**config.mk**
```make
export PLATFORM = sky130hd
export DESIGN_NAME = gdfp_top
export DESIGN_NICKNAME = d
export VERILOG_FILES = /design/src/common/gdfp_pkg.sv /design/src/verilog/gdfp_top.sv /design/src/verilog/gdfp_phase.sv
export SDC_FILE = /design/constraint.sdc
export NUM_CORES = 1
export LEC_CHECK = 0
export BUFFER_PORTS_ARGS = -buffer_cell sky130_fd_sc_hd__buf_4
export CORE_ASPECT_RATIO = 0.9
export CORE_MARGIN = 8
export CORE_UTILIZATION = 30
export CTS_CLUSTER_SIZE = 40
export DETAILED_ROUTE_END_ITERATION = 10
export PLACE_DENSITY = 0.47
export SLEW_MARGIN = 20
export SYNTH_ARGS = -nofsm -noshare
export SYNTH_HDL_FRONTEND = slang
export SYNTH_SLANG_ARGS = --single-unit
```
**constraint.sdc**
```tcl
create_clock -name ref_clk -period 4.5 [get_ports ref_clk]
set_input_delay 0.225 -clock ref_clk [delete_from_list [all_inputs] [get_ports ref_clk]]
set_output_delay 0.225 -clock ref_clk [all_outputs]
set_load 0.01 [all_outputs]
```
**src/common/gdfp_pkg.sv**
```systemverilog
/*
 gdfp_pkg: constants and types for the gate driver fault protection block.
 Assumes a single 250 MHz clock and comparator levels already digital.
*/
// How it works
// - low-side overvoltage after deglitch sets fault
// - high-side overvoltage after deglitch sets fault
// - fault forces all six outputs low
// - fault clears by idle inputs or clear
// - monitor uses expected gate state
// - glitches shorter than deglitch are ignored
// - deglitch select picks 6/4/3/2 us
// - threshold above disable limit disables monitor
// - supply undervoltage holds all outputs low
// - undervoltage exit and entry use hysteresis
// - bootstrap undervoltage turns off own high-side
// - bootstrap undervoltage unreported, may trip monitor
// - ready pulled low only when enabled
// - high input commands switch on
// - interlock turns both-high into both-off
// - dead time inserted unless disabled
package gdfp_pkg;
    localparam int CLK_MHZ = 250;
    localparam int DEG_US_00 = 6;
    localparam int DEG_US_01 = 4;
    localparam int DEG_US_10 = 3;
    localparam int DEG_US_11 = 2;
    localparam int DEG_CYC_00 = DEG_US_00 * CLK_MHZ;
    localparam int DEG_CYC_01 = DEG_US_01 * CLK_MHZ;
    localparam int DEG_CYC_10 = DEG_US_10 * CLK_MHZ;
    localparam int DEG_CYC_11 = DEG_US_11 * CLK_MHZ;
    localparam int DEAD_NS = 100;
    localparam int DEAD_CYC = (DEAD_NS * CLK_MHZ + 999) / 1000;
    localparam int FRST_US = 10;
    localparam int FRST_CYC = FRST_US * CLK_MHZ;
    localparam int CNT_W = 12;
    localparam logic [1:0] DEG_SEL_RST = 2'h0;
    typedef enum logic [1:0] {
        GDFP_RUN = 2'b01,
        GDFP_FAULT = 2'b10
    } gdfp_state_t;
endpackage

```
**src/verilog/gdfp_top.sv**
```systemverilog
/*
 gdfp_top: three-phase gate driver fault protection.
 Assumes comparator and supply levels arrive as digital inputs on ref_clk.
*/
`timescale 1ns/100ps
module gdfp_top
    import gdfp_pkg::*;
(
    // clock and reset
    input wire logic ref_clk,
    input wire logic srst,
    // drive inputs per phase
    input wire logic [2:0] high_side_drive_in,
    input wire logic [2:0] low_side_drive_in,
    // configuration
    input wire logic interlock_disable,
    input wire logic min_deadtime_en,
    input wire logic [1:0] overvoltage_deglitch_select,
    input wire logic ready_on_undervoltage_en,
    input wire logic fault_clear_all,
    // comparators
    input wire logic overvoltage_threshold_ref_dis,
    input wire logic [2:0] ls_over_cmp,
    input wire logic [2:0] hs_over_cmp,
    input wire logic supply_above_on,
    input wire logic supply_below_off,
    input wire logic [2:0] boot_uv_cmp,
    // gate outputs
    output logic [2:0] high_side_gate_out,
    output logic [2:0] low_side_gate_out,
    // status
    output logic fault_latched,
    output logic undervoltage_lockout,
    output logic ready_out,
    output logic ready_oe_n
);
    import gdfp_pkg::*;
    logic [2:0] ls_s1_r, ls_s2_r, hs_s1_r, hs_s2_r, bt_s1_r, bt_s2_r;
    logic [2:0] hs_exp, ls_exp, ov_det;
    logic dis_s1_r, dis_s2_r, on_s1_r, on_s2_r, off_s1_r, off_s2_r;
    logic uv_r;
    gdfp_state_t state_r;
    logic [CNT_W-1:0] deg_limit, frst_cnt_r;
    logic [1:0] deg_sel_r;
    logic any_ov, inputs_idle, frst_done;

    always_ff @(posedge ref_clk) begin
        if (srst) begin
            ls_s1_r <= 3'h0;
            ls_s2_r <= 3'h0;
            hs_s1_r <= 3'h0;
            hs_s2_r <= 3'h0;
            bt_s1_r <= 3'h7;
            bt_s2_r <= 3'h7;
            dis_s1_r <= 1'b0;
            dis_s2_r <= 1'b0;
            on_s1_r <= 1'b0;
            on_s2_r <= 1'b0;
            off_s1_r <= 1'b1;
            off_s2_r <= 1'b1;
        end else begin
            ls_s1_r <= ls_over_cmp;
            ls_s2_r <= ls_s1_r;
            hs_s1_r <= hs_over_cmp;
            hs_s2_r <= hs_s1_r;
            bt_s1_r <= boot_uv_cmp;
            bt_s2_r <= bt_s1_r;
            dis_s1_r <= overvoltage_threshold_ref_dis;
            dis_s2_r <= dis_s1_r;
            on_s1_r <= supply_above_on;
            on_s2_r <= on_s1_r;
            off_s1_r <= supply_below_off;
            off_s2_r <= off_s1_r;
        end
    end

    always_ff @(posedge ref_clk) begin
        if (srst)
            uv_r <= 1'b1;
        else if (uv_r && on_s2_r)
            uv_r <= 1'b0;
        else if (!uv_r && off_s2_r)
            uv_r <= 1'b1;
    end

    always_ff @(posedge ref_clk) begin
        if (srst)
            deg_sel_r <= DEG_SEL_RST;
        else
            deg_sel_r <= overvoltage_deglitch_select;
    end
    always_comb begin
        case (deg_sel_r)
            2'h0: deg_limit = CNT_W'(DEG_CYC_00);
            2'h1: deg_limit = CNT_W'(DEG_CYC_01);
            2'h2: deg_limit = CNT_W'(DEG_CYC_10);
            default: deg_limit = CNT_W'(DEG_CYC_11);
        endcase
    end

    genvar p;
    generate
        for (p = 0; p < 3; p++) begin : g_ph
            gdfp_phase u_ph (
                .ref_clk(ref_clk),
                .srst(srst),
                .hs_in(high_side_drive_in[p]),
                .ls_in(low_side_drive_in[p]),
                .interlock_disable(interlock_disable),
                .min_deadtime_en(min_deadtime_en),
                .uv_active(uv_r),
                .deg_limit(deg_limit),
                .mon_en(!dis_s2_r),
                .ls_over(ls_s2_r[p]),
                .hs_over(hs_s2_r[p]),
                .hs_exp(hs_exp[p]),
                .ls_exp(ls_exp[p]),
                .ov_det(ov_det[p])
            );
        end
    endgenerate

    assign any_ov = |ov_det;
    assign inputs_idle = (high_side_drive_in == 3'h0) &&
        (low_side_drive_in == 3'h0);

    always_ff @(posedge ref_clk) begin
        if (srst || !inputs_idle)
            frst_cnt_r <= '0;
        else if (!frst_done)
            frst_cnt_r <= frst_cnt_r + 1'b1;
    end
    assign frst_done = frst_cnt_r >= CNT_W'(FRST_CYC);

    always_ff @(posedge ref_clk) begin
        if (srst)
            state_r <= GDFP_RUN;
        else begin
            case (state_r)
                GDFP_RUN:
                    if (any_ov)
                        state_r <= GDFP_FAULT;
                GDFP_FAULT:
                    if (!any_ov && (frst_done || fault_clear_all))
                        state_r <= GDFP_RUN;
                default:
                    state_r <= GDFP_FAULT;
            endcase
        end
    end

    always_ff @(posedge ref_clk) begin
        if (srst || any_ov || state_r == GDFP_FAULT || uv_r) begin
            high_side_gate_out <= 3'h0;
            low_side_gate_out <= 3'h0;
        end else begin
            // boot uv gates its own output only
            high_side_gate_out <= hs_exp & ~bt_s2_r;
            low_side_gate_out <= ls_exp;
        end
    end

    assign fault_latched = (state_r == GDFP_FAULT);
    assign undervoltage_lockout = uv_r;
    assign ready_out = 1'b0;
    assign ready_oe_n = !(uv_r && ready_on_undervoltage_en);

    // detection latches and clears outputs next edge
    a_fault_latch: assert property (
        @(posedge ref_clk) disable iff (srst)
        any_ov |=> fault_latched && high_side_gate_out == 3'h0 &&
        low_side_gate_out == 3'h0) else $error("fault not latched");
    a_fault_hold: assert property (
        @(posedge ref_clk) disable iff (srst)
        fault_latched |-> high_side_gate_out == 3'h0 &&
        low_side_gate_out == 3'h0) else $error("output on in fault");
    a_uv_low: assert property (
        @(posedge ref_clk) disable iff (srst)
        $past(uv_r) |-> high_side_gate_out == 3'h0 &&
        low_side_gate_out == 3'h0) else $error("output on in uv");
    a_uv_exit: assert property (
        @(posedge ref_clk) disable iff (srst)
        $fell(uv_r) |-> $past(on_s2_r)) else $error("uv exit early");
    a_uv_entry: assert property (
        @(posedge ref_clk) disable iff (srst)
        $rose(uv_r) |-> $past(off_s2_r)) else $error("uv entry early");
    a_sw_clear: assert property (
        @(posedge ref_clk) disable iff (srst)
        fault_latched && fault_clear_all && !any_ov |=> !fault_latched)
        else $error("clear ignored");
    // idle inputs release fault after reset time
    a_idle_clear: assert property (
        @(posedge ref_clk) disable iff (srst)
        fault_latched && frst_done && !any_ov |=> !fault_latched)
        else $error("idle clear ignored");
    // disabled monitor never latches a fault
    a_mon_dis: assert property (
        @(posedge ref_clk) disable iff (srst)
        dis_s2_r && !fault_latched |=> !fault_latched)
        else $error("monitor not disabled");
    a_ready_en: assert property (
        @(posedge ref_clk) disable iff (srst)
        !ready_oe_n |-> ready_on_undervoltage_en && uv_r)
        else $error("ready pulled wrongly");
    // boot uv turns off its own high side
    a_boot_uv_off: assert property (
        @(posedge ref_clk) disable iff (srst)
        ($past(bt_s2_r) & high_side_gate_out) == 3'h0)
        else $error("boot uv high side on");
    a_gate_follow: assert property (
        @(posedge ref_clk) disable iff (srst)
        !$past(any_ov || fault_latched || uv_r) |->
        high_side_gate_out == ($past(hs_exp) & ~$past(bt_s2_r)) &&
        low_side_gate_out == $past(ls_exp))
        else $error("gate outputs off track");
endmodule

```
**src/verilog/gdfp_phase.sv**
```systemverilog
/*
 gdfp_phase: expected gate state and overvoltage deglitch for one phase.
 Assumes synchronised comparator inputs and a common deglitch limit.
*/
`timescale 1ns/100ps
module gdfp_phase
    import gdfp_pkg::*;
(
    // clock and reset
    input wire logic ref_clk,
    input wire logic srst,
    // drive inputs
    input wire logic hs_in,
    input wire logic ls_in,
    // configuration
    input wire logic interlock_disable,
    input wire logic min_deadtime_en,
    input wire logic uv_active,
    input wire logic [gdfp_pkg::CNT_W-1:0] deg_limit,
    input wire logic mon_en,
    // comparator levels
    input wire logic ls_over,
    input wire logic hs_over,
    // results
    output logic hs_exp,
    output logic ls_exp,
    output logic ov_det
);
    import gdfp_pkg::*;
    logic hs_cmd, ls_cmd, dt_on;
    logic [CNT_W-1:0] dt_cnt_r, hs_cnt_r, ls_cnt_r;
    logic prev_hs_r, prev_ls_r;
    logic hs_ok, ls_ok;

    assign hs_cmd = hs_in && (interlock_disable || !ls_in);
    assign ls_cmd = ls_in && (interlock_disable || !hs_in);
    assign dt_on = min_deadtime_en && !interlock_disable;

    always_ff @(posedge ref_clk) begin
        if (srst) begin
            dt_cnt_r <= '0;
            prev_hs_r <= 1'b0;
            prev_ls_r <= 1'b0;
        end else begin
            prev_hs_r <= hs_exp;
            prev_ls_r <= ls_exp;
            if ((prev_hs_r && !hs_exp) || (prev_ls_r && !ls_exp))
                dt_cnt_r <= CNT_W'(DEAD_CYC);
            else if (dt_cnt_r != '0)
                dt_cnt_r <= dt_cnt_r - 1'b1;
        end
    end

    assign hs_ok = !(dt_on && (dt_cnt_r != '0 || prev_ls_r));
    assign ls_ok = !(dt_on && (dt_cnt_r != '0 || prev_hs_r));
    assign hs_exp = hs_cmd && !uv_active && (hs_ok || prev_hs_r);
    assign ls_exp = ls_cmd && !uv_active && (ls_ok || prev_ls_r);

    always_ff @(posedge ref_clk) begin
        if (srst || !mon_en || !ls_exp || !ls_over)
            ls_cnt_r <= '0;
        else if (ls_cnt_r <= deg_limit)
            ls_cnt_r <= ls_cnt_r + 1'b1;
    end
    always_ff @(posedge ref_clk) begin
        if (srst || !mon_en || !hs_exp || !hs_over)
            hs_cnt_r <= '0;
        else if (hs_cnt_r <= deg_limit)
            hs_cnt_r <= hs_cnt_r + 1'b1;
    end
    assign ov_det = mon_en &&
        ((ls_cnt_r > deg_limit) || (hs_cnt_r > deg_limit));

    // detection only after a full deglitch run
    a_no_early_det: assert property (
        @(posedge ref_clk) disable iff (srst)
        $rose(ov_det) && $stable(deg_limit) |->
        $past(ls_exp && ls_over && ls_cnt_r == deg_limit) ||
        $past(hs_exp && hs_over && hs_cnt_r == deg_limit))
        else $error("early overvoltage detect");
    a_interlock_off: assert property (
        @(posedge ref_clk) disable iff (srst)
        (hs_in && ls_in && !interlock_disable) |-> !hs_exp && !ls_exp)
        else $error("interlock violated");
    // high side held off after low side off
    a_dead_gap: assert property (
        @(posedge ref_clk) disable iff (srst)
        dt_on && $fell(ls_exp) |=> (!hs_exp) [*8])
        else $error("dead time skipped");
endmodule

```
## Word-level counts from Yosys, hierarchy flattened

Index checks and enable logic that the tools add are counted.
Widths: inputs -> output; s select.

- Bits in read-only memories: 0
- Output and inout bits: 10
- Bits in latches: 0
- Logic and storage cells: 205
- Register bits after elaboration: 161
- Bits in writable memories: 0
- Memories: 0

- Add/sub/neg operators: 10
- Multiplexer cells: 12
- Div/mod/pow operators: 0
- $mul: 0
- Bitwise gates (word level): 2
- Shift-type cells: 0
- $lt $le $gt $ge: 13
- Eq/ne operators: 6
- Reduce and logical (&&, ||, !) cells: 126

Operators with widths:

| operator | count |
|---|---|
| $add 12x1->12 const B | 7 |
| $gt 12x11->1 | 6 |
| $le 12x11->1 | 6 |
| $logic_or 1x1->1 | 42 |
| $logic_and 1x1->1 | 39 |
| $reduce_bool 12->1 | 3 |
| $sub 12x1->12 const B | 3 |
| $pmux 11 s3 | 1 |
| $logic_not 1->1 | 30 |
| $mux 5 | 6 |
| $ge 12x12->1 const B | 1 |
| $reduce_bool 2->1 | 4 |
| $logic_not 3->1 | 2 |
| $reduce_or 2->1 | 3 |
| $eq 2x1->1 const B | 2 |
| $eq 2x2->1 const B | 2 |
| $mux 2 | 2 |
| $pmux 2 s2 | 1 |
| $and 3x3->3 | 1 |
| $not 3->3 | 1 |
| $reduce_or 3->1 | 1 |
| $logic_not 2->1 | 1 |
| $mux 1 | 2 |
| $ne 2x1->1 const B | 1 |
| other kinds (2) | 2 |

## Depth between registers and ports, before layout

Gate-level depths: netlist (run 1).

- Word-level depth: 10
- Mapped depth: 11

## Cells and area by module

From an unflattened synthesis (run 1), not the netlist that was laid out.

- Cells, all modules: 1057
- Area total of the unflattened synthesis: 8999.9 um^2

Modules (own cells, without submodules):

| module | cells each | seq. area each (um^2) | times used | area an instance (um^2) |
|---|---|---|---|---|
| gdfp_phase (g_ph[0].u_ph ...) | 296 | 760.7 | 2 | 2394.8 |
| gdfp_phase (g_ph[1].u_ph) | 290 | 760.7 | 1 | 2407.3 |
| gdfp_top | 175 | 940.9 | 1 | 1803.0 |

## Worst setup path before layout (run 1)

Ideal clock, no wire load.

- Path type: register to register
- From: register deg_sel_r[0]
- To: register g_ph[0].u_ph.ls_cnt_r[10]
- Cell stages (with the launch flop): 12
- Data arrival time: 2.672 ns
- Required time: 4.430 ns
- Path buffers: 1
- Path slack: 1.759 ns
- Clock period less this slack: 2.741 ns
- Cells stage by stage: dfxtp_1 > inv_1 > ha_1 > inv_1 > ha_1 > a21o_1 > a211oi_2 > nand3_1 > and2_0 > clkbuf_1 > or3_1 > a21oi_1

- Longest elaborated chain between the ends: 3

RTL lines:

| item | RTL line | text |
|---|---|---|
| start, declared | gdfp_top.sv:44 | `logic [1:0] deg_sel_r;` |
| start signal, assigned | gdfp_top.sv:90 | `deg_sel_r <= overvoltage_deglitch_select;` |
| $eq 2x2->1 (tied with other cells) | gdfp_top.sv:93 | `case (deg_sel_r)` |
| $pmux 11 s3 * | gdfp_top.sv:93 |  |
| $le 12x11->1 * | gdfp_phase.sv:62 | `else if (ls_cnt_r <= deg_limit)` |
| end signal, assigned | gdfp_phase.sv:63 | `ls_cnt_r <= ls_cnt_r + 1'b1;` |
| end, declared | gdfp_phase.sv:31 | `logic [CNT_W-1:0] dt_cnt_r, hs_cnt_r, ls_cnt_r;` |

Mark *: on every way between the ends. The rest lies on a longest branch, timed or not.
A chain may end at the register's enable or synchronous reset.

## Worst setup path after layout (run 1)

- From: register deg_sel_r[0]
- To: register low_side_gate_out[0]

- Longest elaborated chain between the ends: 9

RTL lines:

| item | RTL line | text |
|---|---|---|
| $eq 2x2->1 (tied with other cells) | gdfp_top.sv:93 |  |
| $pmux 11 s3 * | gdfp_top.sv:93 |  |
| $gt 12x11->1 | gdfp_phase.sv:72 | `((ls_cnt_r > deg_limit) \|\| (hs_cnt_r > deg_limit));` |
| $logic_or 1x1->1 | gdfp_phase.sv:72 |  |
| $logic_and 1x1->1 | gdfp_phase.sv:71 | `assign ov_det = mon_en &&` |
| $reduce_or 3->1 * | gdfp_top.sv:123 | `assign any_ov = \|ov_det;` |
| $logic_or 1x1->1 * (3 in a row) | gdfp_top.sv:153 | `if (srst \|\| any_ov \|\| state_r == GDFP_FAULT \|\| uv_r) begin` |
| end signal, assigned | gdfp_top.sv:159 | `low_side_gate_out <= ls_exp;` |
| end, declared | gdfp_top.sv:30 | `output logic [2:0] low_side_gate_out,` |

Marks and branches as above.

==> results of run 1 <==
==> stage by stage <==
stage,power (mW),setup slack [ns],hold WS [ns],area (µm²)
2_1_floorplan,2.38,1.76,0.329,8250
3_3_place_gp,2.54,0.907,0.384,8810
3_5_place_dp,2.55,0.756,0.394,8810
4_1_cts,4.03,0.731,0.0613,9510
5_1_grt,4.22,0.489,0.0661,9510
6_report,3.96,0.730,0.0651,9510
==> cells in the final DEF, fill, tap and decap left out, drive strengths merged, types with 14 or more instances in the layout <==
cell,count
inv,41
nor2b,35
nor2,127
xor2,19
nor3,16
a21oi,68
and3,14
nand2b,17
ha,59
dfxtp,161
nand3,45
nand4,18
clkbuf,18
a211oi,34
nand2,59
buf,35
xnor2,68
==> sequential cells by signal, indices dropped and copies added, names as in the netlist, 12 cells and up <==
name,cells
g_ph.u_ph.dt_cnt_r,36
g_ph.u_ph.hs_cnt_r,36
g_ph.u_ph.ls_cnt_r,36
frst_cnt_r,12
==> worst max-delay path: cells and delay by family (launching register included) <==
| kind | cells | cell delay, ns |
|---|---|---|
| simple gates | 4 | 0.80 |
| buf+inv | 2 | 0.33 |
| compound gates | 1 | 0.50 |
| flops | 1 | 0.38 |
| fa+ha+maj | 2 | 0.83 |
| mux | 1 | 0.78 |
==> layer usage <==
metal,global-route usage [%],up-vias
met5,0,-
met4,3.68,0
met3,2.82,17
met2,16.6,80
met1,16.3,2926
li1,-,3389
==> repair_timing <==
| action | CTS | global route |
|---|---|---|
| hold buffers | 12 | 0 |
| resized for setup | 0 | 0 |
| endpoints found under the setup margin | 0 | 0 |
| endpoints found under the hold margin | 12 | 0 |
==> cell type report <==
type	instances	area, µm²
Clock inverter	13	140
Fill cell	2759	17500
Sequential cell	161	3220
Clock buffer	18	439
Timing Repair Buffer	47	383
Tap cell	354	443
Inverter	33	124
Multi-Input combinational cell	721	4760
==> cells by family after synthesis <==
kind of cell / Yosys count / synth area share [%]
other: 1 / 0.0455
buffers and inverters: 66 / 3.19
XOR/XNOR: 87 / 9.24
multiplexers: 8 / 0.971
AND/OR/NAND/NOR: 400 / 25.2
adder cells (fa/ha/maj): 59 / 8.95
AO/OA/AOI/OAI: 166 / 13.3
flip-flops: 161 / 39.1
==> power groups by stage <==
stage / sequential [mW] / combinational, mW / clock [mW]
after floorplan: 1.68 / 0.696 / 0
after global placement: 1.70 / 0.840 / 0
after detailed placement: 1.70 / 0.843 / 0
after CTS: 1.67 / 0.857 / 1.50
after global routing: 1.69 / 0.968 / 1.56
final: 1.67 / 0.841 / 1.44
==> final timing paths <==
check	cells after the start	endpoint	slack, ns
setup / recovery	10	low_side_gate_out[0]	0.73
hold / removal	2	deg_sel_r[0]	0.07
setup reg to reg	10	low_side_gate_out[0]	0.73
hold reg to reg	1	high_side_gate_out[2]	0.39
==> results.txt, run 1 <==
The worst endpoint required time came out at 4.80 ns. The signal on the critical path passes through inv_1 -> ha_1 -> inv_1 -> ha_1 -> nand4_1 -> nor3b_1 -> mux2i_1 -> nand2_1 -> a41oi_2 -> nor3_1. Synthesis produced a netlist with a net count of 1,033.

The proportion of synthesized chip area in sequential cells was 39.1%; the die outline width was 191 µm. Port buffering added 34 buffers. For the count of endpoints failing setup in the final report, the log shows 0. The clock net in this run drives a total of 161 sinks. After synthesis, the most frequently instantiated cells are sky130_fd_sc_hd__dfxtp_1, sky130_fd_sc_hd__nor2_1, sky130_fd_sc_hd__a21oi_1, sky130_fd_sc_hd__xnor2_1.

At the pin with the least slew margin, the transition time is 0.991 ns. Pin placement for this block handled 36 I/O pins. By instance count, the leading cell after synthesis is sky130_fd_sc_hd__dfxtp_1.

The count of flip-flops with a built-in enable after synthesis works out to 0. The count of nets left with antenna violations once routing finished came out at 0. The tools report the total instance count after detailed placement as 1,304.

The final standard cell utilization of the core is 35.2%, and the routed wire length per instance is 13.6 µm. Internal power comes to 2.74 mW. The leftover overflow at the end of global routing is 0. For the length of routed met3 wiring, the log shows 620 µm. The detailed router finished its first iteration with 260 violations. After routing, the total negative slack on setup checks comes to 0 ns. Counting every instance in the synthesized netlist gives 948.

Compared with the post-synthesis result, the final layout area differs by 15.4%. In the final design database the tool counted 1,066 nets. Of all flip-flops after synthesis, the portion carrying an async set or reset was 0%.

The number of antenna violations at the first check in global routing was 0; the total count of hold-check failures in the final report was 0. The count of inserted antenna diode cells was 0. After detailed routing, the number of remaining DRC violations is 0. Of the total power, the clock network draws 36.5%. Of the cells placed in the final design, the portion with a size suffix greater than 1 is 9.06%. The power density relative to cell area came out at 416 nW/µm². Ranked by total cell area, the synthesized netlist is headed by sky130_fd_sc_hd__dfxtp_1, sky130_fd_sc_hd__ha_1, sky130_fd_sc_hd__xnor2_1, sky130_fd_sc_hd__nor2_1, sky130_fd_sc_hd__a21oi_1. TritonCTS built the clock tree. The largest area contributor in the synthesized netlist was sky130_fd_sc_hd__dfxtp_1.

Startpoint class of the critical path: a flip-flop. In the global route stage, overall resource usage came out at 11.5%. The routed design uses 7.71 mm of met2 wire. The share of Yosys cell area claimed by the top area cell type is 39.1%, and the maximum buffer depth of the clock tree is 2. VDD sags by at most 0.292 mV.

The run gives 21.3% as the combinational share of power. Of all nets on the critical path, the largest fanout is 11. For this block, the routed nets add up to 18.3 mm of wire. After synthesis, the mean cell area works out to 8.70 µm². For this design the total switching power over the nets is 1.22 mW. The root buffer cell chosen for the clock tree is sky130_fd_sc_hd__clkbuf_16. The logs give 6,123 for the via count of the first global-routing pass and 8250 µm² for the netlist area before placement. The max-slew violation count came out at 0. For this design, the slowest cell found on the critical path is sky130_fd_sc_hd__mux2i_1. The achievable frequency is 265 MHz. Clock-pin slew was measured on the worst setup and hold paths at 0.07 ns. The pre-antenna-repair detailed-routing pass consisted of 5 iterations. Dividing the detail-routed via count by the number of cells gives 4.76. The clock period minus final worst setup slack is 3.77 ns, and the final critical-path share of the clock period is 83.8%. The run gives 51 as the largest net degree at the start of global routing. The standby leakage power is 3.61 nW, and the number of vias in the routed layout is 6,412. The tools report the final weighted congestion in routability-driven placement as 0.746.

The critical hold path startpoint was overvoltage_deglitch_select[0]. Post-CTS timing repair inserted 0 buffers for setup. The number of distinct library cell variants in the gate-level netlist after synthesis is 62. The post-synthesis sequential element count was 161.

The worst register-to-register path begins at deg_sel_r[0]. For the worst setup path, the data arrival time is 4.07 ns. CTS built an H-tree with a depth of 4. The wire length the detailed router placed on met1 was 9.79 mm. For this configuration, the core starts out at a cell density of 30.5%.

The tools report the max-cap check violation count as 0. The die covers 33,100 µm². For the worst-skew pair, the clock arrives at the later sink with an insertion delay of 0.44 ns. The setup clock skew after layout is 0.0112 ns, and the number of warning messages in the yosys log is 0. In this run switching power makes up 30.8% of total power. In this run the worst hold path is classified as in2reg. The initialized floorplan defines 57 standard-cell rows.

The tools report the launch point of the worst path as deg_sel_r[0]. On the worst path, the slowest cell contributes a delay of 0.78 ns. The kind of end point of the critical path was a flip-flop. Setup repair after global routing left no endpoint under its margin. The number of buffers added by the clock tree synthesis step was 17. The flow ran to the end, and the final reports show no timing, DRC or antenna violations. Most frequently used flop master after synthesis: sky130_fd_sc_hd__dfxtp_1. Path type of the worst setup path: reg2reg. Per report_power, the sequential group accounts for 42.2% of the total. The y dimension of the die was 173 µm; the total core area was 27,000 µm².

The first global-routing pass estimated 31.1 mm of wire. For the final cell count without fillers, the log shows 1,347. For the relative slew slack, the log shows 32.0%. After legalization and detailed placement, the total HPWL measured 13.3 mm. Signal routing reaches up to met4.
Power figures use the tool's default switching activity.
==> inputs of run 2 (changes only) <==
--- a/config.mk
+++ b/config.mk
@@ -11,7 +11,7 @@
 export CORE_UTILIZATION = 30
 export CTS_CLUSTER_SIZE = 40
 export DETAILED_ROUTE_END_ITERATION = 10
-export PLACE_DENSITY = 0.47
+export PLACE_DENSITY = 0.48
 export SLEW_MARGIN = 20
 export SYNTH_ARGS = -nofsm -noshare
 export SYNTH_HDL_FRONTEND = slang
==> constraint.sdc (replaced) <==
create_clock -name ref_clk -period 3.3 [get_ports ref_clk]
set_input_delay 0.165 -clock ref_clk [delete_from_list [all_inputs] [get_ports ref_clk]]
set_output_delay 0.165 -clock ref_clk [all_outputs]
set_load 0.01 [all_outputs]
==> run 2 against run 1 <==
Effect of this change:
- sequential cell count stayed put
- clock power increased by 37%
- register-to-register slack got worse by 0.51 ns
- die area is the same
- critical endpoint is now high_side_gate_out[2]
- fmax grew 22%
- global-route usage increased by 0.17 points
- largest cell class unchanged
- clock-buffer cell count did not move
==> results.txt, run 2 (synthesis results as in run 1) <==
The run gives 3.42 ns (-0.65 ns) as the critical path arrival. The detail-routed via count per cell is 4.72 (-0.84%). Number of iterations in the first detailed-routing pass: 5 (unchanged). The clock period minus final worst setup slack came out at 3.08 ns (-0.687 ns). The post-detailed-route DRC marker count is 0 (unchanged), and the clock transition at the register clock pins on the worst setup and hold paths after CTS is 0.07 ns (about the same). The remaining number of nets flagged by the antenna check after routing is 0 (unchanged), and the count of inserted antenna diode cells is 0 (unchanged). The logic depth of the worst register-to-register path works out to 10 (unchanged). Number of port buffers: 34 (unchanged).

The die outline width was 191 µm (unchanged); the setup clock skew after layout was 0.0154 ns (+0.00418 ns). The y dimension of the die came out at 173 µm (unchanged). Proportion of power drawn by flip-flops and latches: 42.0% (-0.2 points). The ratio of cells with drive above 1 in the final layout is 11.3% (+2.2 points), and the number of nets in the final layout is 1,084 (+1.7%).

Relative to the synthesized area, the layout overhead comes to 17.7%. The run gives 324 MHz (+22%) as the achievable frequency. The total number of H-tree levels was 4 (unchanged).

The critical path is of the reg2reg type. The cell row count was 57 (unchanged). The library cell used most frequently in the layout, excluding fill and tap cells, is sky130_fd_sc_hd__dfxtp_1. The tools report the number of filler cells placed in the layout as 2,767 (+0.29%). The total length of routed wires was 18.4 mm (about the same); the relative slew slack was 50.2% (+18 points). The worst endpoint required time is 3.63 ns (-1.17 ns), and the die area is 33,100 µm² (unchanged). TritonCTS built the clock tree. The transition time at the pin with the least slew margin was 0.746 ns (-0.245 ns). The top-level I/O count was 36 (unchanged); the internal power contribution was 3.70 mW (+35%). The number of antenna violations at the first check in global routing is 0 (unchanged). met2 is the most crowded layer. The routed wire length per instance came out at 13.4 µm (-1.3%).

For the met1 routing resource usage after global routing, the log shows 16.3% (+0.076 points). Setup repair after global routing left no endpoint under its margin. The power density relative to cell area is 559 nW/µm² (+34%), and the count of endpoints failing setup in the final report is 0 (unchanged).

The root buffer cell chosen for the clock tree is sky130_fd_sc_hd__clkbuf_16. The flow ran to the end, and the final reports show no timing, DRC or antenna violations. The number of vias in the routed layout was 6,448 (+0.56%).

The cell count of the worst hold path is 4 (+2). The met2 layer usage reported by global route was 17.1% (+0.49 points). The number of sinks driven by the clock tree was 161 (unchanged); the multi-input gate area in the final layout was 4800 µm² (+0.84%). For the global-route wire length before repair, the log shows 31.7 mm (+1.9%). The met3 demand-to-capacity share in global routing came out at 2.84% (+0.020 points).

The starting DRC count in detailed routing is 306 (+18%). For the relative contribution of the clock network to total power, the log shows 36.4% (about the same). The number of buffers added by the clock tree synthesis step came out at 17 (unchanged). For the total core area, the log shows 27,000 µm² (unchanged). The combinational share of power came out at 21.6% (+0.3 points). The combined flip-flop and latch cell area is 3220 µm² (unchanged). The switching power summed over all nets came out at 1.72 mW (+41%). STA classifies the critical path endpoint as a flip-flop. The logs give 30.5% (unchanged) for the initial core utilization and 0 (unchanged) for the max-slew violation count. HPWL reported at the end of detailed placement: 13.3 mm (+0.58%).

The type of the tightest min-delay check is in2reg. The final standard cell utilization of the core is 35.9% (+0.71 points). The switching part of the total works out to 31.8% (+0.95 points). The total count of hold-check failures in the final report was 0 (unchanged). The largest net degree at the start of global routing is 51 (unchanged), and the maximum buffer depth of the clock tree is 2 (unchanged). The final total negative setup slack is 0 ns (unchanged). The final critical-path share of the clock period was 93.4% (+9.7 points).

The final weighted congestion in routability-driven placement was 0.787 (+5.5%); the largest fanout on the critical path was 8 (-3). The tools report the clock latency reported for the late side of the worst-skew pair as 0.44 ns (about the same). The logs give 11.6% (+0.17 points) for the overall routing resource usage and 0 (unchanged) for the max-cap check violation count. The peak supply drop was 0.361 mV (+24%). The worst hold slack was 0.120 ns (+0.0553 ns). Startpoint class of the critical path: a flip-flop. The largest registers in the layout are g_ph.u_ph.dt_cnt_r: 36 flops, g_ph.u_ph.hs_cnt_r: 36 flops, g_ph.u_ph.ls_cnt_r: 36 flops. In the layout the commonest cells are sky130_fd_sc_hd__dfxtp_1, sky130_fd_sc_hd__nor2_1, sky130_fd_sc_hd__xnor2_1, sky130_fd_sc_hd__a21oi_1. The leftover overflow at the end of global routing came out at 0 (unchanged). The via count of the first global-routing pass is 6,200 (+1.3%). The standby leakage power came out at 3.74 nW (+3.5%).
## run 2: cell count changes in the layout (fill, tap and decap cells not counted), sizes merged
cell / change
clkinv: +2
dlygate4sd3: +2
bufinv: -1
inv: +2
clkinvlp: -2
buf: +16
## run 2: path summary, 6_finish.rpt
| kind | startpoint | to | slack [ns] |
|---|---|---|---|
| max | deg_sel_r[0] | high_side_gate_out[2] | 0.22 |
| min reg2reg | bt_s2_r[1] | high_side_gate_out[1] | 0.39 |
| min | low_side_drive_in[1] | g_ph[1].u_ph.prev_hs_r | 0.12 |
| max reg2reg | deg_sel_r[0] | high_side_gate_out[2] | 0.22 |
## run 2: critical path, cell delays in order (launching register included)
cell                       delay (ns)
sky130_fd_sc_hd__dfxtp_1         0.39
sky130_fd_sc_hd__inv_1           0.08
sky130_fd_sc_hd__ha_1            0.39
sky130_fd_sc_hd__inv_2           0.12
sky130_fd_sc_hd__ha_1            0.32
sky130_fd_sc_hd__a21o_1          0.18
sky130_fd_sc_hd__a211oi_1        0.33
sky130_fd_sc_hd__a21boi_0        0.19
sky130_fd_sc_hd__a22oi_1         0.40
sky130_fd_sc_hd__a41oi_4         0.25
sky130_fd_sc_hd__nor4_1          0.33
## run 2: layer usage
layer,share of wire [%],wire (µm)
met4,1.4,261
met2,42,7770
met1,53,9790
met5,0,0
met3,3.0,542
## run 2: area by class of cell
cell class | instances | share of cell area, %
flip-flops and latches | 161 | 33.2
clock buffers | 18 | 4.52
multi-input cells | 721 | 49.5
inverters | 33 | 1.28
repair buffers | 65 | 5.39
clock inverters | 14 | 1.57
well taps | 354 | 4.56
## run 2: per-stage QoR
| stage | instances | instance area (µm²) | power, mW | setup WS (ns) |
|---|---|---|---|---|
| 2_1_floorplan | 948 | 8250 | 3.24 | 0.559 |
| 3_3_place_gp | 1320 | 8930 | 3.49 | 0.205 |
| 3_5_place_dp | 1320 | 8930 | 3.49 | 0.0891 |
| 4_1_cts | 1366 | 9670 | 5.51 | 0.0566 |
| 5_1_grt | 1366 | 9710 | 5.81 | 0.0140 |
| 6_report | 1366 | 9710 | 5.43 | 0.217 |
## run 2: timing repair
action,4_1_cts,5_1_grt
hold buffers,14,0
resized for setup,0,8
setup endpoints to repair,0,19
hold endpoints to repair,14,0
setup buffers,0,0
## run 2: power by group through the flow
| stage | Clock, mW | Combinational, mW | Sequential, mW |
|---|---|---|---|
| finish | 1.97 | 1.17 | 2.28 |
| global route | 2.14 | 1.36 | 2.31 |
| CTS | 2.04 | 1.19 | 2.28 |
| detailed placement | 0 | 1.17 | 2.32 |
| global placement | 0 | 1.16 | 2.32 |
| floorplan | 0 | 0.949 | 2.29 |
==> inputs of run 3 (changes only) <==
--- a/config.mk
+++ b/config.mk
@@ -5,7 +5,8 @@
 export SDC_FILE = /design/constraint.sdc
 export NUM_CORES = 1
 export LEC_CHECK = 0
-export BUFFER_PORTS_ARGS = -buffer_cell sky130_fd_sc_hd__buf_4
+export ABC_AREA = 1
+export BUFFER_PORTS_ARGS = -buffer_cell sky130_fd_sc_hd__buf_2
 export CORE_ASPECT_RATIO = 0.9
 export CORE_MARGIN = 8
 export CORE_UTILIZATION = 30
@@ -16,3 +17,4 @@
 export SYNTH_ARGS = -nofsm -noshare
 export SYNTH_HDL_FRONTEND = slang
 export SYNTH_SLANG_ARGS = --single-unit
+export TNS_END_PERCENT = 5
==> run 3 against run 2 <==
Effect of this change:
- die area is 7.2% higher
- sequential power is 2% lower
- sequential cell count unchanged
- worst hold slack lost 0.00088 ns
- critical path type unchanged
- largest power group unchanged
==> results.txt, run 3 <==
For the final total negative setup slack, the log shows 0 ns (unchanged). Largest area contributor in the synthesized netlist: sky130_fd_sc_hd__dfxtp_1. The clock transition at the register clock pins on the worst setup and hold paths after CTS was 0.06 ns (about the same); the via count of the first global-routing pass was 7,374 (+19%). In the final layout, the registers with the most flip-flops are g_ph.u_ph.dt_cnt_r: 36 flops, g_ph.u_ph.hs_cnt_r: 36 flops, g_ph.u_ph.ls_cnt_r: 36 flops. The async set or reset register ratio after synthesis works out to 0% (unchanged). In this run the worst hold path is classified as in2reg. The final weighted congestion in routability-driven placement is 0.828 (+5.3%). The run gives 0.48 ns (+0.26 ns) as the slack of the worst reg-to-reg path.

The flow ran to the end, and the final reports show no timing, DRC or antenna violations. The logic depth of the worst register-to-register path is 14 (+4). For the number of vias in the routed layout, the log shows 7,607 (+18%). Ratio of cells with drive above 1 in the final layout: 11.4% (+0.17 points). The count of flip-flops with a built-in enable after synthesis works out to 0 (unchanged). The commonest cells after synthesis are sky130_fd_sc_hd__nand2_1, sky130_fd_sc_hd__inv_1, sky130_fd_sc_hd__dfxtp_1. The setup clock skew after layout was 0.0117 ns (-0.00369 ns); the HPWL reported at the end of detailed placement was 16.0 mm (+20%). Number of iterations in the first detailed-routing pass: 6 (+1).

The number of warning messages in the yosys log is 0 (unchanged), and the final critical-path share of the clock period is 85.5% (-8.0 points). The max-cap check violation count came out at 0 (unchanged). The library cell used most frequently in the layout, excluding fill and tap cells, is sky130_fd_sc_hd__nand2_1. The run gives 1,250 (+32%) as the number of instances in the synthesized netlist. The most used flip-flop cell after synthesis is sky130_fd_sc_hd__dfxtp_1.

For the overall routing resource usage, the log shows 12.4% (+0.74 points). The cell count of the worst hold path is 4 (unchanged). Ranked by total cell area, the synthesized netlist is headed by sky130_fd_sc_hd__dfxtp_1, sky130_fd_sc_hd__nand2_1, sky130_fd_sc_hd__ha_1, sky130_fd_sc_hd__inv_1, sky130_fd_sc_hd__nor2_1.

The netlist area before placement was 8900 µm² (+7.9%); the routed wire length per instance was 12.3 µm (-8.8%). The worst endpoint required time was 3.66 ns (+0.03 ns). Library cell contributing the largest single delay on the critical path: sky130_fd_sc_hd__ha_1. The tools report the minimum setup slack after placement as 0.480 ns (+0.391 ns).

The initial core utilization was 30.1% (-0.43 points). The cell type group with the largest total delay on the critical path is simple AND/OR/NAND/NOR gates. The die area is 35,400 µm² (+7.2%). In this run the most critical hold path is launched from low_side_drive_in[1].

Total length of routed wires: 21.1 mm (+15%). The run gives 2 (unchanged) as the maximum buffer depth of the clock tree. STA classifies the critical path endpoint as a flip-flop.

In this run the critical register-to-register path is launched from deg_sel_r[0]. The leftover overflow at the end of global routing came out at 0 (unchanged). STA classifies the critical path startpoint as a flip-flop. Worst path buffer plus inverter count: 3 (+1).

The endpoint with the worst hold slack is g_ph[1].u_ph.prev_hs_r. Detail-routed via count per cell: 4.41 (-6.5%). Most frequently used cell type in the post-synthesis netlist: sky130_fd_sc_hd__nand2_1. The proportion of power drawn by flip-flops and latches is 40.7% (-1.3 points).

The largest fanout on the critical path is 8 (unchanged), and the number of sinks driven by the clock tree is 161 (unchanged). The tools report the cell row count as 60 (+5.3%). The switching power summed over all nets came out at 1.75 mW (+1.6%).

The count of inserted antenna diode cells came out at 0 (unchanged). Setup repair after global routing left no endpoint under its margin. The library cells used most frequently in the layout, excluding fill and tap cells, are sky130_fd_sc_hd__nand2_1, sky130_fd_sc_hd__inv_1, sky130_fd_sc_hd__dfxtp_1. The transition time at the pin with the least slew margin was 0.628 ns (-0.119 ns); the relative contribution of the clock network to total power was 36.9% (+0.5 points). The share of Yosys cell area claimed by the top area cell type is 36.2% (-2.9 points), and the largest incremental delay on the critical path is 0.46 ns (+0.06 ns). The total core area is 29,600 µm² (+9.4%), and the internal power contribution is 3.75 mW (+1.1%). The tools report the clock latency reported for the late side of the worst-skew pair as 0.44 ns (about the same). The tools report the number of antenna violations at the first check in global routing as 0 (unchanged).

The worst register-to-register path ends at high_side_gate_out[0]. Remaining number of nets flagged by the antenna check after routing: 0 (unchanged). The max-slew violation count was 0 (unchanged); the critical path arrival was 3.18 ns (-0.24 ns).

Traced cell by cell, the critical path runs through inv_1 -> ha_1 -> inv_1 -> ha_1 -> nand2_1 -> inv_1 -> nand3_1 -> nor2_1 -> nand2_1 -> nand2_1 -> nand2_1 -> nand2_1 -> nand4_2 -> nor2_1. The top-level I/O count was 36 (unchanged); the total count of hold-check failures in the final report was 0 (unchanged). The achievable frequency was 355 MHz (+9.3%). The post-synthesis sequential element count came out at 161 (unchanged). The switching part of the total came out at 31.8% (+0.092 points). The standby leakage power came out at 4.05 nW (+8.2%).

Counting stages on the worst path, the most repeated cell is sky130_fd_sc_hd__nand2_1. The global-route wire length before repair is 35.6 mm (+12%). The post-CTS setup buffer count is 0 (unchanged). In this run the clock root is driven by a sky130_fd_sc_hd__clkbuf_16. The total number of H-tree levels was 4 (unchanged).

The combinational share of power came out at 22.4% (+0.8 points). The y dimension of the die works out to 179 µm (+3.5%). The worst setup path is of the reg2reg kind. The die outline width was 198 µm (+3.6%). The area growth from synthesis to layout is 15.4%. The proportion of synthesized chip area in sequential cells is 36.2% (-2.9 points). The tools report the count of endpoints failing setup in the final report as 0 (unchanged). TritonCTS built the clock tree. The logs give 1,393 (+29%) for the number of nets in the final layout and 0 (unchanged) for the post-CTS resize count.

The power density relative to cell area was 535 nW/µm² (-4.3%). The number of distinct library cell variants in the gate-level netlist after synthesis came out at 47 (-24%). The number of buffers added by the clock tree synthesis step is 17 (unchanged).

The clock period minus final worst setup slack is 2.82 ns (-0.263 ns), and the synthesized net count is 1,335 (+29%). The relative slew slack was 58.0% (+7.8 points); the starting DRC count in detailed routing was 432 (+41%). Largest net degree at the start of global routing: 29 (-43%).

The number of port buffers was 34 (unchanged); the number of filler cells placed in the layout was 3,234 (+17%). Synthesized area per cell: 7.12 µm² (-18%). The peak supply drop was 0.377 mV (+4.5%). The logs give 0.479 ns (+0.263 ns) for the smallest setup slack after layout and 0 (unchanged) for the post-detailed-route DRC marker count.
run 3: cell types whose count changed after synthesis, moves of 15 or more:
cell | before | now
sky130_fd_sc_hd__a211oi_1 | 31 | 8
sky130_fd_sc_hd__a21oi_2 | 0 | 17
sky130_fd_sc_hd__clkbuf_1 | 24 | 6
sky130_fd_sc_hd__inv_1 | 33 | 165
sky130_fd_sc_hd__inv_2 | 0 | 25
sky130_fd_sc_hd__nand2_1 | 59 | 275
sky130_fd_sc_hd__nand2b_1 | 17 | 0
sky130_fd_sc_hd__nand3_1 | 45 | 71
sky130_fd_sc_hd__nor2_1 | 127 | 142
sky130_fd_sc_hd__nor2b_1 | 35 | 0
sky130_fd_sc_hd__nor3_1 | 16 | 53
sky130_fd_sc_hd__xnor2_1 | 68 | 12
sky130_fd_sc_hd__xor2_1 | 19 | 42
run 3: cell type report:
type	instances	area, µm²	share of cell area (%)
inverter	191	717	6.98
clock buffer	20	447	4.35
timing repair buffer	56	370	3.61
clock inverter	12	149	1.45
sequential	161	3220	31.4
multi-input combinational	881	4860	47.3
tap	403	504	4.91
run 3: logic make-up (layout without fill, tap and decap cells):
kind of cell / after synthesis / count (layout) / share of synthesized area [%]
buffers and inverters: 208 / 279 / 9.17
xor gates and xnor gates: 54 / 54 / 5.31
adders and majority gates: 59 / 59 / 8.30
and+or+nand+nor: 616 / 616 / 31.0
AOI/OAI and AO/OA: 151 / 151 / 9.97
other: 1 / 1 / 0.0421
DFF: 161 / 161 / 36.2
run 3: power groups by stage:
stage / clock network (mW) / logic, mW / registers [mW]
2_1_floorplan: 0 / 1.01 / 2.25
3_3_place_gp: 0 / 1.22 / 2.28
3_5_place_dp: 0 / 1.23 / 2.28
4_1_cts: 2.09 / 1.25 / 2.24
5_1_grt: 2.18 / 1.42 / 2.26
6_report: 2.03 / 1.23 / 2.24
run 3: layer usage:
| layer | track usage (%) | vias up | part of all wire, % |
|---|---|---|---|
| li1 | - | 4133 | - |
| met1 | 16.4 | 3394 | 51 |
| met2 | 20.0 | 65 | 44 |
| met3 | 3.14 | 15 | 3.4 |
| met4 | 2.89 | 0 | 0.89 |
| met5 | 0 | - | 0 |
run 3: timing repair:
| action | CTS | global route |
|---|---|---|
| hold buffers | 14 | 0 |
| hold endpoints to repair | 14 | 0 |
| setup endpoints to repair | 0 | 0 |
run 3: worst reg2reg max path, stage by stage, from the launching register on:
cell                      delay, ns
sky130_fd_sc_hd__dfxtp_1       0.38
sky130_fd_sc_hd__inv_1         0.08
sky130_fd_sc_hd__ha_1          0.46
sky130_fd_sc_hd__inv_1         0.22
sky130_fd_sc_hd__ha_1          0.34
sky130_fd_sc_hd__nand2_1       0.05
sky130_fd_sc_hd__inv_1         0.06
sky130_fd_sc_hd__nand3_1       0.07
sky130_fd_sc_hd__nor2_1        0.12
sky130_fd_sc_hd__nand2_1       0.06
sky130_fd_sc_hd__nand2_1       0.23
sky130_fd_sc_hd__nand2_1       0.19
sky130_fd_sc_hd__nand2_1       0.14
sky130_fd_sc_hd__nand4_2       0.20
sky130_fd_sc_hd__nor2_1        0.14
run 3: per-stage QoR:
step                      power (mW)  utilization [%]  std cells  hold WS, ns  cell area [µm²]
after floorplan                 3.26                -       1250        0.269             8900
after global placement          3.50             32.2       1678        0.351             9530
after detailed placement        3.51             32.2       1678        0.353             9530
after CTS                       5.58             34.7       1724        0.108            10300
after global routing            5.86             34.7       1724        0.153            10300
final                           5.50             34.7       1724        0.120            10300
run 3: worst max path at each step:
stage,start,end,slack (ns),cells past startpoint
after floorplan,deg_sel_r[0],g_ph[2].u_ph.hs_cnt_r[4],1.0,14
after global placement,deg_sel_r[0],state_r[1],0.54,15
after detailed placement,deg_sel_r[0],high_side_gate_out[0],0.48,14
after CTS,deg_sel_r[0],high_side_gate_out[0],0.46,14
after global routing,deg_sel_r[1],high_side_gate_out[1],0.11,14
final,deg_sel_r[0],high_side_gate_out[0],0.48,14
